`config.mk`:
```
export PLATFORM = sky130hd
export DESIGN_NAME = rv_voter
export DESIGN_NICKNAME = d
export VERILOG_FILES = /design/src/rtl/rv_pkg.sv /design/src/rtl/rv_voter.sv
export VERILOG_INCLUDE_DIRS = /design/src /design/src/rtl
export SDC_FILE = /design/constraint.sdc
export NUM_CORES = 2
export LEC_CHECK = 0
export BUFFER_PORTS_ARGS = -buffer_cell sky130_fd_sc_hd__buf_2
export CAP_MARGIN = 25
export CORE_ASPECT_RATIO = 0.8
export CORE_MARGIN = 2
export CORE_UTILIZATION = 25
export CTS_CLUSTER_DIAMETER = 40
export DETAILED_ROUTE_END_ITERATION = 12
export PLACE_DENSITY = 0.4
export SKIP_CTS_REPAIR_TIMING = 1
export SLEW_MARGIN = 5
export SYNTH_ARGS = -nofsm -noshare
export SYNTH_HDL_FRONTEND = slang
export SYNTH_SLANG_ARGS = --single-unit
```
`constraint.sdc`:
```
create_clock -name clk_sys -period 21.5 [get_ports clk_sys]
set_clock_uncertainty 0.05 [all_clocks]
set_input_delay 4.3 -clock clk_sys [delete_from_list [all_inputs] [get_ports clk_sys]]
set_output_delay 4.3 -clock clk_sys [all_outputs]
set_load 0.01 [all_outputs]
```
`src/rtl/rv_cfg.svh`:
```
`ifndef RV_CFG_SVH
`define RV_CFG_SVH

// ----------------------------------------
// register offsets (byte addresses)
// ----------------------------------------
`define RV_OFF_CTRL 8'h00
`define RV_OFF_DI_TIME 8'h04
`define RV_OFF_ANA_TIME 8'h08
`define RV_OFF_ANA_TOL 8'h0c
`define RV_OFF_ANA_RANGE 8'h10
`define RV_OFF_IRQ_STATUS 8'h14
`define RV_OFF_IRQ_CLEAR 8'h18
`define RV_OFF_IRQ_ENABLE 8'h1c
`define RV_OFF_ERR_CODE 8'h20
`define RV_OFF_DI_DISC 8'h24
`define RV_OFF_DI_PASS_A 8'h28
`define RV_OFF_DI_PASS_B 8'h2c
`define RV_OFF_ANA_STATE 8'h30
`define RV_OFF_DI_IMAGE 8'h34
`define RV_OFF_ANA_IMAGE 8'h38

// ----------------------------------------
// fields and reset values
// ----------------------------------------
`define RV_CTRL_DIAG 0
`define RV_CTRL_REACT 1
`define RV_CTRL_MAX 2
`define RV_IRQ_DI_EXP 0
`define RV_IRQ_DI_PASS 1
`define RV_IRQ_ANA_ERR 2
`define RV_IRQ_ANA_PASS 3
`define RV_CTRL_RST 3'h4
`define RV_DI_TIME_RST 16'h000a
`define RV_ANA_TIME_RST 16'h000a
`define RV_ANA_TOL_RST 7'h05
`define RV_ANA_RANGE_RST 16'h7fff
`define RV_PCT_SCALE 24'h000064
`define RV_ERR_DI_EXPIRED 16'h1f18
`define RV_ANA_OVF 16'h7fff
`define RV_ANA_UDF 16'h8000

`endif

```
`src/rtl/rv_pkg.sv`:
```
package rv_pkg;
	// evaluation state of one compared signal
	typedef enum logic [1:0] {RV_AGREE, RV_RUN, RV_EXPIRED} rv_st_t;

	typedef struct packed {
		logic [15:0] a;
		logic [15:0] b;
	} rv_ana_pair_t;
endpackage

```
`src/rtl/rv_voter.sv`:
```
`timescale 1ns/10ps
`include "rv_cfg.svh"
module rv_voter #(
	parameter int DI_W = 16,
	parameter int TW = 16
) (
	input wire logic clk_sys,
	input wire logic rst_n,
	input wire logic hsel,
	input wire logic [31:0] haddr,
	input wire logic [1:0] htrans,
	input wire logic hwrite,
	input wire logic [2:0] hsize,
	input wire logic [31:0] hwdata,
	input wire logic hready,
	output logic hreadyout,
	output logic hresp,
	output logic [31:0] hrdata,
	input wire logic eval_tick,
	input wire logic [DI_W-1:0] di_a,
	input wire logic [DI_W-1:0] di_b,
	input wire rv_pkg::rv_ana_pair_t ana_in,
	input wire logic diagnostic_interrupt_handler,
	output logic [DI_W-1:0] di_image,
	output logic [15:0] ana_image,
	output logic irq
);

	typedef struct packed {
		rv_pkg::rv_st_t [DI_W-1:0] di_st;
		logic [DI_W-1:0][TW-1:0] di_tmr;
		logic [DI_W-1:0] di_last;
		logic [DI_W-1:0] di_prev_a;
		logic [DI_W-1:0] di_prev_b;
		logic [DI_W-1:0] di_pass_a;
		logic [DI_W-1:0] di_pass_b;
		logic [DI_W-1:0] di_pend_a;
		logic [DI_W-1:0] di_pend_b;
		logic [DI_W-1:0] di_image;
		rv_pkg::rv_st_t ana_st;
		logic [TW-1:0] ana_tmr;
		logic [15:0] ana_last;
		logic [15:0] ana_image;
		logic ana_pass_a;
		logic ana_pass_b;
		logic [2:0] ctrl;
		logic [TW-1:0] di_time;
		logic [TW-1:0] ana_time;
		logic [6:0] tol;
		logic [15:0] range;
		logic [3:0] irq_st;
		logic [3:0] irq_en;
		logic [15:0] err_code;
		logic dp_wr;
		logic [7:0] dp_addr;
		logic [31:0] hrdata;
	} rv_state_t;

	rv_state_t s;
	rv_state_t next_s;

	// ----------------------------------------
	// analog comparison helpers
	// ----------------------------------------
	logic [16:0] ana_diff;
	logic [16:0] ana_abs;
	logic [23:0] ana_lhs;
	logic [23:0] ana_rhs;
	logic ana_inside;
	logic ana_a_ge;
	logic [15:0] ana_applied;
	logic ovf_a;
	logic ovf_b;
	logic addr_ph;
	logic [DI_W-1:0] di_disc;

	assign ana_diff = $signed({ana_in.a[15], ana_in.a}) - $signed({ana_in.b[15], ana_in.b});
	assign ana_abs = ana_diff[16] ? 17'(-ana_diff) : ana_diff;
	// scale the difference instead of dividing the range: no divider, exact compare
	assign ana_lhs = 24'(ana_abs) * `RV_PCT_SCALE;
	assign ana_rhs = 24'(s.range) * 24'(s.tol);
	assign ana_inside = ana_lhs <= ana_rhs;
	assign ana_a_ge = $signed(ana_in.a) >= $signed(ana_in.b);
	assign ana_applied = (s.ctrl[`RV_CTRL_MAX] == ana_a_ge) ? ana_in.a : ana_in.b;
	assign ovf_a = ana_in.a == `RV_ANA_OVF || ana_in.a == `RV_ANA_UDF;
	assign ovf_b = ana_in.b == `RV_ANA_OVF || ana_in.b == `RV_ANA_UDF;
	assign addr_ph = hsel && hready && htrans[1];

	always_comb begin
		for (int i = 0; i < DI_W; i++) begin
			di_disc[i] = s.di_st[i] != rv_pkg::RV_AGREE;
		end
	end

	// ----------------------------------------
	// next state
	// ----------------------------------------
	always_comb begin
		logic ta;
		logic tb;
		logic [3:0] ev;
		logic [DI_W-1:0] react;
		ta = 1'b0;
		tb = 1'b0;
		ev = 4'h0;
		next_s = s;
		react = '0;

		// ----------------------------------------
		// digital discrepancy, one lane per bit
		// ----------------------------------------
		// timing advances only on ticks, so detection may lag by up to one tick period
		if (eval_tick) begin
			for (int i = 0; i < DI_W; i++) begin
				react[i] = s.ctrl[`RV_CTRL_REACT] ? 1'b0 : s.di_last[i];
				next_s.di_prev_a[i] = di_a[i];
				next_s.di_prev_b[i] = di_b[i];
				if (s.di_pass_a[i] || s.di_pass_b[i]) begin
					next_s.di_image[i] = s.di_pass_a[i] ? di_b[i] : di_a[i];
				end else begin
					unique case (s.di_st[i])
						rv_pkg::RV_AGREE: begin
							if (di_a[i] == di_b[i]) begin
								next_s.di_image[i] = di_a[i];
								next_s.di_last[i] = di_a[i];
							end else begin
								// a stuck-high or stuck-low side shows up here as a mismatch
								next_s.di_st[i] = rv_pkg::RV_RUN;
								next_s.di_tmr[i] = '0;
								next_s.di_image[i] = s.di_last[i];
							end
						end
						rv_pkg::RV_RUN: begin
							if (di_a[i] == di_b[i]) begin
								next_s.di_st[i] = rv_pkg::RV_AGREE;
								next_s.di_tmr[i] = '0;
								next_s.di_image[i] = di_a[i];
								next_s.di_last[i] = di_a[i];
							end else if (({1'b0, s.di_tmr[i]} + (TW+1)'(1)) >= {1'b0, s.di_time}) begin
								next_s.di_st[i] = rv_pkg::RV_EXPIRED;
								ev[`RV_IRQ_DI_EXP] = 1'b1;
								next_s.di_image[i] = react[i];
							end else begin
								next_s.di_tmr[i] = s.di_tmr[i] + TW'(1);
								next_s.di_image[i] = s.di_last[i];
							end
						end
						rv_pkg::RV_EXPIRED: begin
							next_s.di_image[i] = react[i];
							ta = di_a[i] != s.di_prev_a[i];
							tb = di_b[i] != s.di_prev_b[i];
							if (ta && !tb && !s.di_pend_b[i]) begin
								if (s.ctrl[`RV_CTRL_DIAG]) begin
									next_s.di_pend_b[i] = 1'b1;
								end else begin
									next_s.di_pass_b[i] = 1'b1;
									next_s.di_image[i] = di_a[i];
									ev[`RV_IRQ_DI_PASS] = 1'b1;
								end
							end else if (tb && !ta && !s.di_pend_a[i]) begin
								if (s.ctrl[`RV_CTRL_DIAG]) begin
									next_s.di_pend_a[i] = 1'b1;
								end else begin
									next_s.di_pass_a[i] = 1'b1;
									next_s.di_image[i] = di_b[i];
									ev[`RV_IRQ_DI_PASS] = 1'b1;
								end
							end
						end
						default: begin
							next_s.di_st[i] = rv_pkg::RV_AGREE;
						end
					endcase
				end
			end
		end
		if (diagnostic_interrupt_handler && (|{s.di_pend_a, s.di_pend_b})) begin
			next_s.di_pass_a = next_s.di_pass_a | s.di_pend_a;
			next_s.di_pass_b = next_s.di_pass_b | s.di_pend_b;
			next_s.di_pend_a = next_s.di_pend_a & ~s.di_pend_a;
			next_s.di_pend_b = next_s.di_pend_b & ~s.di_pend_b;
			ev[`RV_IRQ_DI_PASS] = 1'b1;
		end

		// ----------------------------------------
		// analog tolerance window
		// ----------------------------------------
		if (eval_tick) begin
			if (ovf_a && !s.ana_pass_a) begin
				next_s.ana_pass_a = 1'b1;
				ev[`RV_IRQ_ANA_PASS] = 1'b1;
			end
			if (ovf_b && !s.ana_pass_b) begin
				next_s.ana_pass_b = 1'b1;
				ev[`RV_IRQ_ANA_PASS] = 1'b1;
			end
			if (next_s.ana_pass_a || next_s.ana_pass_b) begin
				next_s.ana_st = rv_pkg::RV_AGREE;
				next_s.ana_tmr = '0;
				if (!next_s.ana_pass_a) begin
					next_s.ana_image = ana_in.a;
				end else if (!next_s.ana_pass_b) begin
					next_s.ana_image = ana_in.b;
				end
			end else begin
				unique case (s.ana_st)
					rv_pkg::RV_AGREE: begin
						if (ana_inside) begin
							next_s.ana_image = ana_applied;
							next_s.ana_last = ana_applied;
						end else begin
							next_s.ana_st = rv_pkg::RV_RUN;
							next_s.ana_tmr = '0;
							next_s.ana_image = s.ana_last;
						end
					end
					rv_pkg::RV_RUN: begin
						if (ana_inside) begin
							next_s.ana_st = rv_pkg::RV_AGREE;
							next_s.ana_image = ana_applied;
							next_s.ana_last = ana_applied;
						end else if (({1'b0, s.ana_tmr} + (TW+1)'(1)) >= {1'b0, s.ana_time}) begin
							next_s.ana_st = rv_pkg::RV_AGREE;
							ev[`RV_IRQ_ANA_ERR] = 1'b1;
							ev[`RV_IRQ_ANA_PASS] = 1'b1;
							next_s.ana_image = ana_applied;
							if (ana_applied == ana_in.a) begin
								next_s.ana_pass_b = 1'b1;
							end else begin
								next_s.ana_pass_a = 1'b1;
							end
						end else begin
							next_s.ana_tmr = s.ana_tmr + TW'(1);
							next_s.ana_image = s.ana_last;
						end
					end
					default: begin
						next_s.ana_st = rv_pkg::RV_AGREE;
					end
				endcase
			end
		end

		// ----------------------------------------
		// bus slave: zero wait, read data latched in address phase
		// ----------------------------------------
		next_s.dp_wr = addr_ph && hwrite;
		next_s.dp_addr = haddr[7:0];
		if (addr_ph && !hwrite) begin
			unique case (haddr[7:0])
				`RV_OFF_CTRL: next_s.hrdata = 32'(s.ctrl);
				`RV_OFF_DI_TIME: next_s.hrdata = 32'(s.di_time);
				`RV_OFF_ANA_TIME: next_s.hrdata = 32'(s.ana_time);
				`RV_OFF_ANA_TOL: next_s.hrdata = 32'(s.tol);
				`RV_OFF_ANA_RANGE: next_s.hrdata = 32'(s.range);
				`RV_OFF_IRQ_STATUS: next_s.hrdata = 32'(s.irq_st);
				`RV_OFF_IRQ_ENABLE: next_s.hrdata = 32'(s.irq_en);
				`RV_OFF_ERR_CODE: next_s.hrdata = 32'(s.err_code);
				`RV_OFF_DI_DISC: next_s.hrdata = 32'(di_disc);
				`RV_OFF_DI_PASS_A: next_s.hrdata = 32'(s.di_pass_a);
				`RV_OFF_DI_PASS_B: next_s.hrdata = 32'(s.di_pass_b);
				`RV_OFF_ANA_STATE: next_s.hrdata = {29'h0, s.ana_st != rv_pkg::RV_AGREE, s.ana_pass_b, s.ana_pass_a};
				`RV_OFF_DI_IMAGE: next_s.hrdata = 32'(s.di_image);
				`RV_OFF_ANA_IMAGE: next_s.hrdata = 32'(s.ana_image);
				default: next_s.hrdata = 32'h0;
			endcase
		end
		if (s.dp_wr) begin
			unique case (s.dp_addr)
				`RV_OFF_CTRL: next_s.ctrl = hwdata[2:0];
				`RV_OFF_DI_TIME: next_s.di_time = hwdata[TW-1:0];
				`RV_OFF_ANA_TIME: next_s.ana_time = hwdata[TW-1:0];
				`RV_OFF_ANA_TOL: next_s.tol = hwdata[6:0];
				`RV_OFF_ANA_RANGE: next_s.range = hwdata[15:0];
				`RV_OFF_IRQ_ENABLE: next_s.irq_en = hwdata[3:0];
				default: ;
			endcase
		end
		// a new event in the clearing cycle survives the clear
		next_s.irq_st = s.irq_st & ~((s.dp_wr && s.dp_addr == `RV_OFF_IRQ_CLEAR) ? hwdata[3:0] : 4'h0);
		next_s.irq_st = next_s.irq_st | ev;
		if (ev[`RV_IRQ_DI_EXP]) begin
			next_s.err_code = `RV_ERR_DI_EXPIRED;
		end

		if (!rst_n) begin
			next_s = '0;
			next_s.ctrl = `RV_CTRL_RST;
			next_s.di_time = TW'(`RV_DI_TIME_RST);
			next_s.ana_time = TW'(`RV_ANA_TIME_RST);
			next_s.tol = `RV_ANA_TOL_RST;
			next_s.range = `RV_ANA_RANGE_RST;
		end
	end

	always_ff @(posedge clk_sys) begin
		s <= next_s;
	end

	assign hreadyout = 1'b1;
	assign hresp = 1'b0;
	assign hrdata = s.hrdata;
	assign di_image = s.di_image;
	assign ana_image = s.ana_image;
	assign irq = |(s.irq_st & s.irq_en);

	// ----------------------------------------
	// assertions
	// ----------------------------------------
	property p_agree_image;
		@(posedge clk_sys) disable iff (!rst_n)
		eval_tick && (s.di_pass_a | s.di_pass_b) == '0 && di_a == di_b |=> di_image == $past(di_a);
	endproperty
	a_agree_image: assert property (p_agree_image) else $error("agreeing inputs not imaged");

	property p_first_disc;
		@(posedge clk_sys) disable iff (!rst_n)
		eval_tick && s.di_st[0] == rv_pkg::RV_AGREE && !s.di_pass_a[0] && !s.di_pass_b[0] && di_a[0] != di_b[0]
		|=> s.di_st[0] == rv_pkg::RV_RUN && s.di_tmr[0] == '0 && di_disc[0];
	endproperty
	a_first_disc: assert property (p_first_disc) else $error("first mismatch not flagged");

	property p_hold;
		@(posedge clk_sys) disable iff (!rst_n)
		eval_tick && s.di_st[0] == rv_pkg::RV_RUN && !s.di_pass_a[0] && !s.di_pass_b[0] && di_a[0] != di_b[0]
		&& ({1'b0, s.di_tmr[0]} + (TW+1)'(1)) < {1'b0, s.di_time} |=> di_image[0] == $past(s.di_last[0]);
	endproperty
	a_hold: assert property (p_hold) else $error("held value lost while timing");

	property p_expire;
		@(posedge clk_sys) disable iff (!rst_n)
		eval_tick && s.di_st[0] == rv_pkg::RV_RUN && !s.di_pass_a[0] && !s.di_pass_b[0] && di_a[0] != di_b[0]
		&& ({1'b0, s.di_tmr[0]} + (TW+1)'(1)) >= {1'b0, s.di_time}
		|=> s.err_code == `RV_ERR_DI_EXPIRED && s.irq_st[`RV_IRQ_DI_EXP] && s.di_st[0] == rv_pkg::RV_EXPIRED;
	endproperty
	a_expire: assert property (p_expire) else $error("expiry not reported");

	property p_no_pass;
		@(posedge clk_sys) disable iff (!rst_n)
		s.di_st[0] == rv_pkg::RV_RUN ##1 s.di_st[0] == rv_pkg::RV_EXPIRED |-> !s.di_pass_a[0] && !s.di_pass_b[0];
	endproperty
	a_no_pass: assert property (p_no_pass) else $error("expiry passivated a channel");

	property p_localize;
		@(posedge clk_sys) disable iff (!rst_n)
		eval_tick && s.di_st[0] == rv_pkg::RV_EXPIRED && !s.ctrl[`RV_CTRL_DIAG] && !s.di_pass_a[0]
		&& !s.di_pass_b[0] && !s.di_pend_a[0] && di_b[0] != s.di_prev_b[0] && di_a[0] == s.di_prev_a[0]
		|=> s.di_pass_a[0] && !s.di_pass_b[0] && di_image[0] == $past(di_b[0]);
	endproperty
	a_localize: assert property (p_localize) else $error("wrong side passivated");

	property p_diag;
		@(posedge clk_sys) disable iff (!rst_n)
		(|s.di_pend_b) && !diagnostic_interrupt_handler
		|=> ((s.di_pass_b & ~$past(s.di_pass_b)) & $past(s.di_pend_b)) == '0;
	endproperty
	a_diag: assert property (p_diag) else $error("passivated before handler call");

	property p_overflow;
		@(posedge clk_sys) disable iff (!rst_n)
		eval_tick && (ana_in.b == `RV_ANA_OVF || ana_in.b == `RV_ANA_UDF) |=> s.ana_pass_b ##1 s.ana_pass_b;
	endproperty
	a_overflow: assert property (p_overflow) else $error("overflow channel kept active");

	property p_clear;
		@(posedge clk_sys) disable iff (!rst_n)
		eval_tick && s.di_st[0] == rv_pkg::RV_RUN && !s.di_pass_a[0] && !s.di_pass_b[0] && di_a[0] == di_b[0]
		|=> s.di_st[0] == rv_pkg::RV_AGREE && s.di_tmr[0] == '0 && !di_disc[0];
	endproperty
	a_clear: assert property (p_clear) else $error("flag or timer not cleared");

endmodule
```
==> key figures <==
Logic synthesis
  – Number of synthesized flops with an enable pin: 0
  – Largest area contributor in the netlist: dfxtp_1
  – Cell area after synthesis: 0.0460 mm2
  – Syn_area_per_cell: around 7.7 um2
  – Ys flop type: dfxtp_1
  – Multiplexer share of the synthesized area: 2.60%
  – Seq cells post-synth: about 560
  – Seq/Total Area, Yosys: 24.3%
  – Synth cell types: 100
  – Area contributors post-synth: dfxtp_1 24%, ha_1 13%, nand2_1 5.6%, a21oi_1 5.3%, nor2_1 4.5%
  – Largest family of logic cells by synthesized area: simple AND/OR/NAND/NOR gates
  – Synth Area in XOR/XNOR: about 7.2%
  – Synth Area in Adders: 16.6%
  – Post-Synth Simple-Gate Area: 23.7%
  – Yosys warns: 0
  – Post-synthesis compound-gate area fraction: around a fifth
  – Synth async-reset ratio: 0%
  – Synth top area share: about 24%
  – Post-Syn Instances: 5939

Layout
  – Area grow syn2layout: 15.7%
  – Layout Nets: between 6000 and 7000
  – Share of cells above drive strength 1: 9.17%
  – Core Util, Final: 29.2%

Route
  – Post-DRT Antenna Nets: 0
  – DRT Pass-1 Iters: 5
  – Drt wl/cell: 20.9 um
  – Residual DRC: 0
  – Via count: 43338
  – Total Wirelength: 177 mm
  – Drt first-iter violations: approximately 3500
  – Vias per inst: 5.10

Timing
  – Final slew viol count: 0
  – RSZ-0062 raised after global routing: no
  – Setup TNS: 0 ns
  – Relative slew slack: roughly a quarter
  – Fin crit period: 12.56 ns
  – Worst slew pin tran: approximately 1.1 ns
  – Final setup vio count: 0
  – Peak Freq: 0.0796 GHz
  – Hold Vio Cnt, Final: 0
  – Final Cycle Share: between 50% and 60%

Place
  – DP HPWL: approximately 130 mm
  – Routability Congestion: approximately 0.87
  – IO Port Bufs: between 100 and 150

Worst setup path
  – CP Launch Type: input port
  – R2r setup slk: 13.27 ns
  – Slowest Stage Delay on Critical Path: 0.58 ns
  – WS Path Type: input port to register
  – Worst setup EP type: register
  – Arr. time, crit path: 13.14 ns
  – Maximum fanout along the worst path: 17
  – Most used cell, CP: ha_1
  – Slowest stage cell on the critical path: nor2_1
  – Worst Path Required: 22.08 ns

Worst hold path
  – Worst min path class: register to register

Floorplanning
  – Initial core utilization: 25.2%
  – Die Height: roughly 390 um
  – Die Area: 0.187 mm2
  – Row cnt: 140
  – Die Wd: roughly 480 um
  – I/O Pins: 207
  – Core box area: between 0.15 and 0.2 mm2

Clock tree
  – CTS Buf Count: 120
  – Worst-skew pair later-pin latency: 0.75 ns
  – H-tree levels: 3
  – Max Root-Sink Buffers: 3
  – CTS tree: built
  – CTS root buf: clkbuf_16
  – Clock Pin Slew Worst Setup and Hold Paths: 0.05 ns
  – Sink Count: 559

GRT
  – GR Overflow Total: 0
  – Largest net degree at the start of global routing: 124
  – Total GRT Usage: 18.4%
  – Initial antenna violation count: 37
  – Vias in the first global route: 41108
  – First-pass GRT wire length: 267 mm

Power
  – Leakage: around 22 nW
  – Total Power: around 4.8 mW
  – PD cells: 91.0 mW/mm2
  – Peak VDD IR: ~0.00014 V

Run
  – MaxCap Viol Count: 0

Outcome
  – Status: finished, final reports clean
synth_stat cells (13+ instances only):
library cell,instances
nand3_1,232
nand3b_1,66
or4_1,19
nand2b_1,47
nand4b_1,13
fa_1,82
nand4_1,89
o21ai_0,316
o2111ai_1,21
mux2_2,27
a21boi_0,34
nor4_1,46
o21a_1,56
dfxtp_1,559
and3_1,84
clkbuf_1,231
o31ai_1,23
buf_4,72
nor2b_1,29
o41ai_1,14
o21ai_1,18
and4_1,21
and2_1,99
a21oi_1,490
a22oi_1,77
buf_2,25
a221oi_1,57
o211ai_1,53
a31oi_1,37
a211o_1,15
nand2_1,689
nor3_1,131
mux2i_1,89
inv_1,278
ha_1,472
xor2_1,173
a21o_1,63
a211oi_1,42
or2_2,34
or3_1,53
xnor2_1,205
nor2_1,553
cells in the final DEF, fill, tap and decap left out, drive strengths merged, types with 19 or more instances in the layout:
cell type and count:
clkinv 25, and2 103, buf 227, or4 19
a21boi 35, nor4 52, dfxtp 559, o21ai 342
xnor2 206, mux2i 89, nand3 236, a31oi 38
mux2 27, o21a 56, a21oi 491, a22oi 77
nand3b 66, and3 84, nor2 555, nand4 89
o211ai 54, or2 37, and4 22, o2111ai 21
nor3 136, nor2b 29, ha 472, a21o 64
a221oi 57, o31ai 23, inv 288, fa 82
a211oi 44, nand2 691, nand2b 47, xor2 173
or3 53, clkbuf 165
logic make-up after synthesis:
group / Yosys count
other cells: 2
flops: 559
fa+ha+maj: 561
mux: 116
simple gates: 2255
buf+inv: 617
compound gates: 1450
xor+xnor: 379
sequential cells by signal, summed over array words and instances (netlist names):
| register | cells |
|---|---|
| s | 511 |
| di_image | 16 |
| hrdata | 16 |
| ana_image | 16 |
metal layers:
metal | global-route usage [%] | vias up | part of all wire (%)
met3 | 2.52 | 245 | 4.5
met5 | 0 | - | 0.029
met2 | 28.5 | 966 | 43
li1 | - | 21237 | -
met4 | 4.90 | 6 | 2.8
met1 | 26.6 | 20884 | 50
path summary, 6_finish.rpt:
kind,startpoint,to,depth (start not counted)
hold / removal,s[478]$_SDFFE_PN0P_,s[478]$_SDFFE_PN0P_,2
setup reg to reg,s[69]$_SDFFE_PN1P_,s[167]$_SDFFE_PN0P_,25
hold reg to reg,s[478]$_SDFFE_PN0P_,s[478]$_SDFFE_PN0P_,2
setup / recovery,ana_in[16],s[167]$_SDFFE_PN0P_,39
per-stage QoR:
stage               cell area, um2  worst slack [ns]  instances  hold slack, ns
global placement             48900              8.12       8253           0.390
floorplan                    46000             10.01       5955           0.373
finish                       53200              8.94       8499           0.401
CTS                          53100              9.04       8487           0.405
detailed placement           48900              8.22       8259           0.397
global route                 53200              8.29       8494           0.426
critical path: cells and delay by family:
family,cells,cell delay (ns)
fa+ha+maj,7,2.38
compound gates,16,3.44
xor+xnor,2,0.53
simple gates,8,1.82
buf+inv,6,0.63
power breakdown:
part	internal [mW]	switching [mW]
clock network	1.29	0.669
logic	0.669	1.10
registers	1.07	0.0424
final cells by class:
cell class                      count  area [um2]
Tap cell                         2414        3020
Timing Repair Buffer              228        1390
Multi-Input combinational cell   4779       32300
Clock inverter                     63         817
Sequential cell                   559       11200
Inverter                          281        1060
Antenna cell                       10        25.0
Fill cell                       19652      129000
Clock buffer                      165        3410
(Power assumes the default switching activity.)
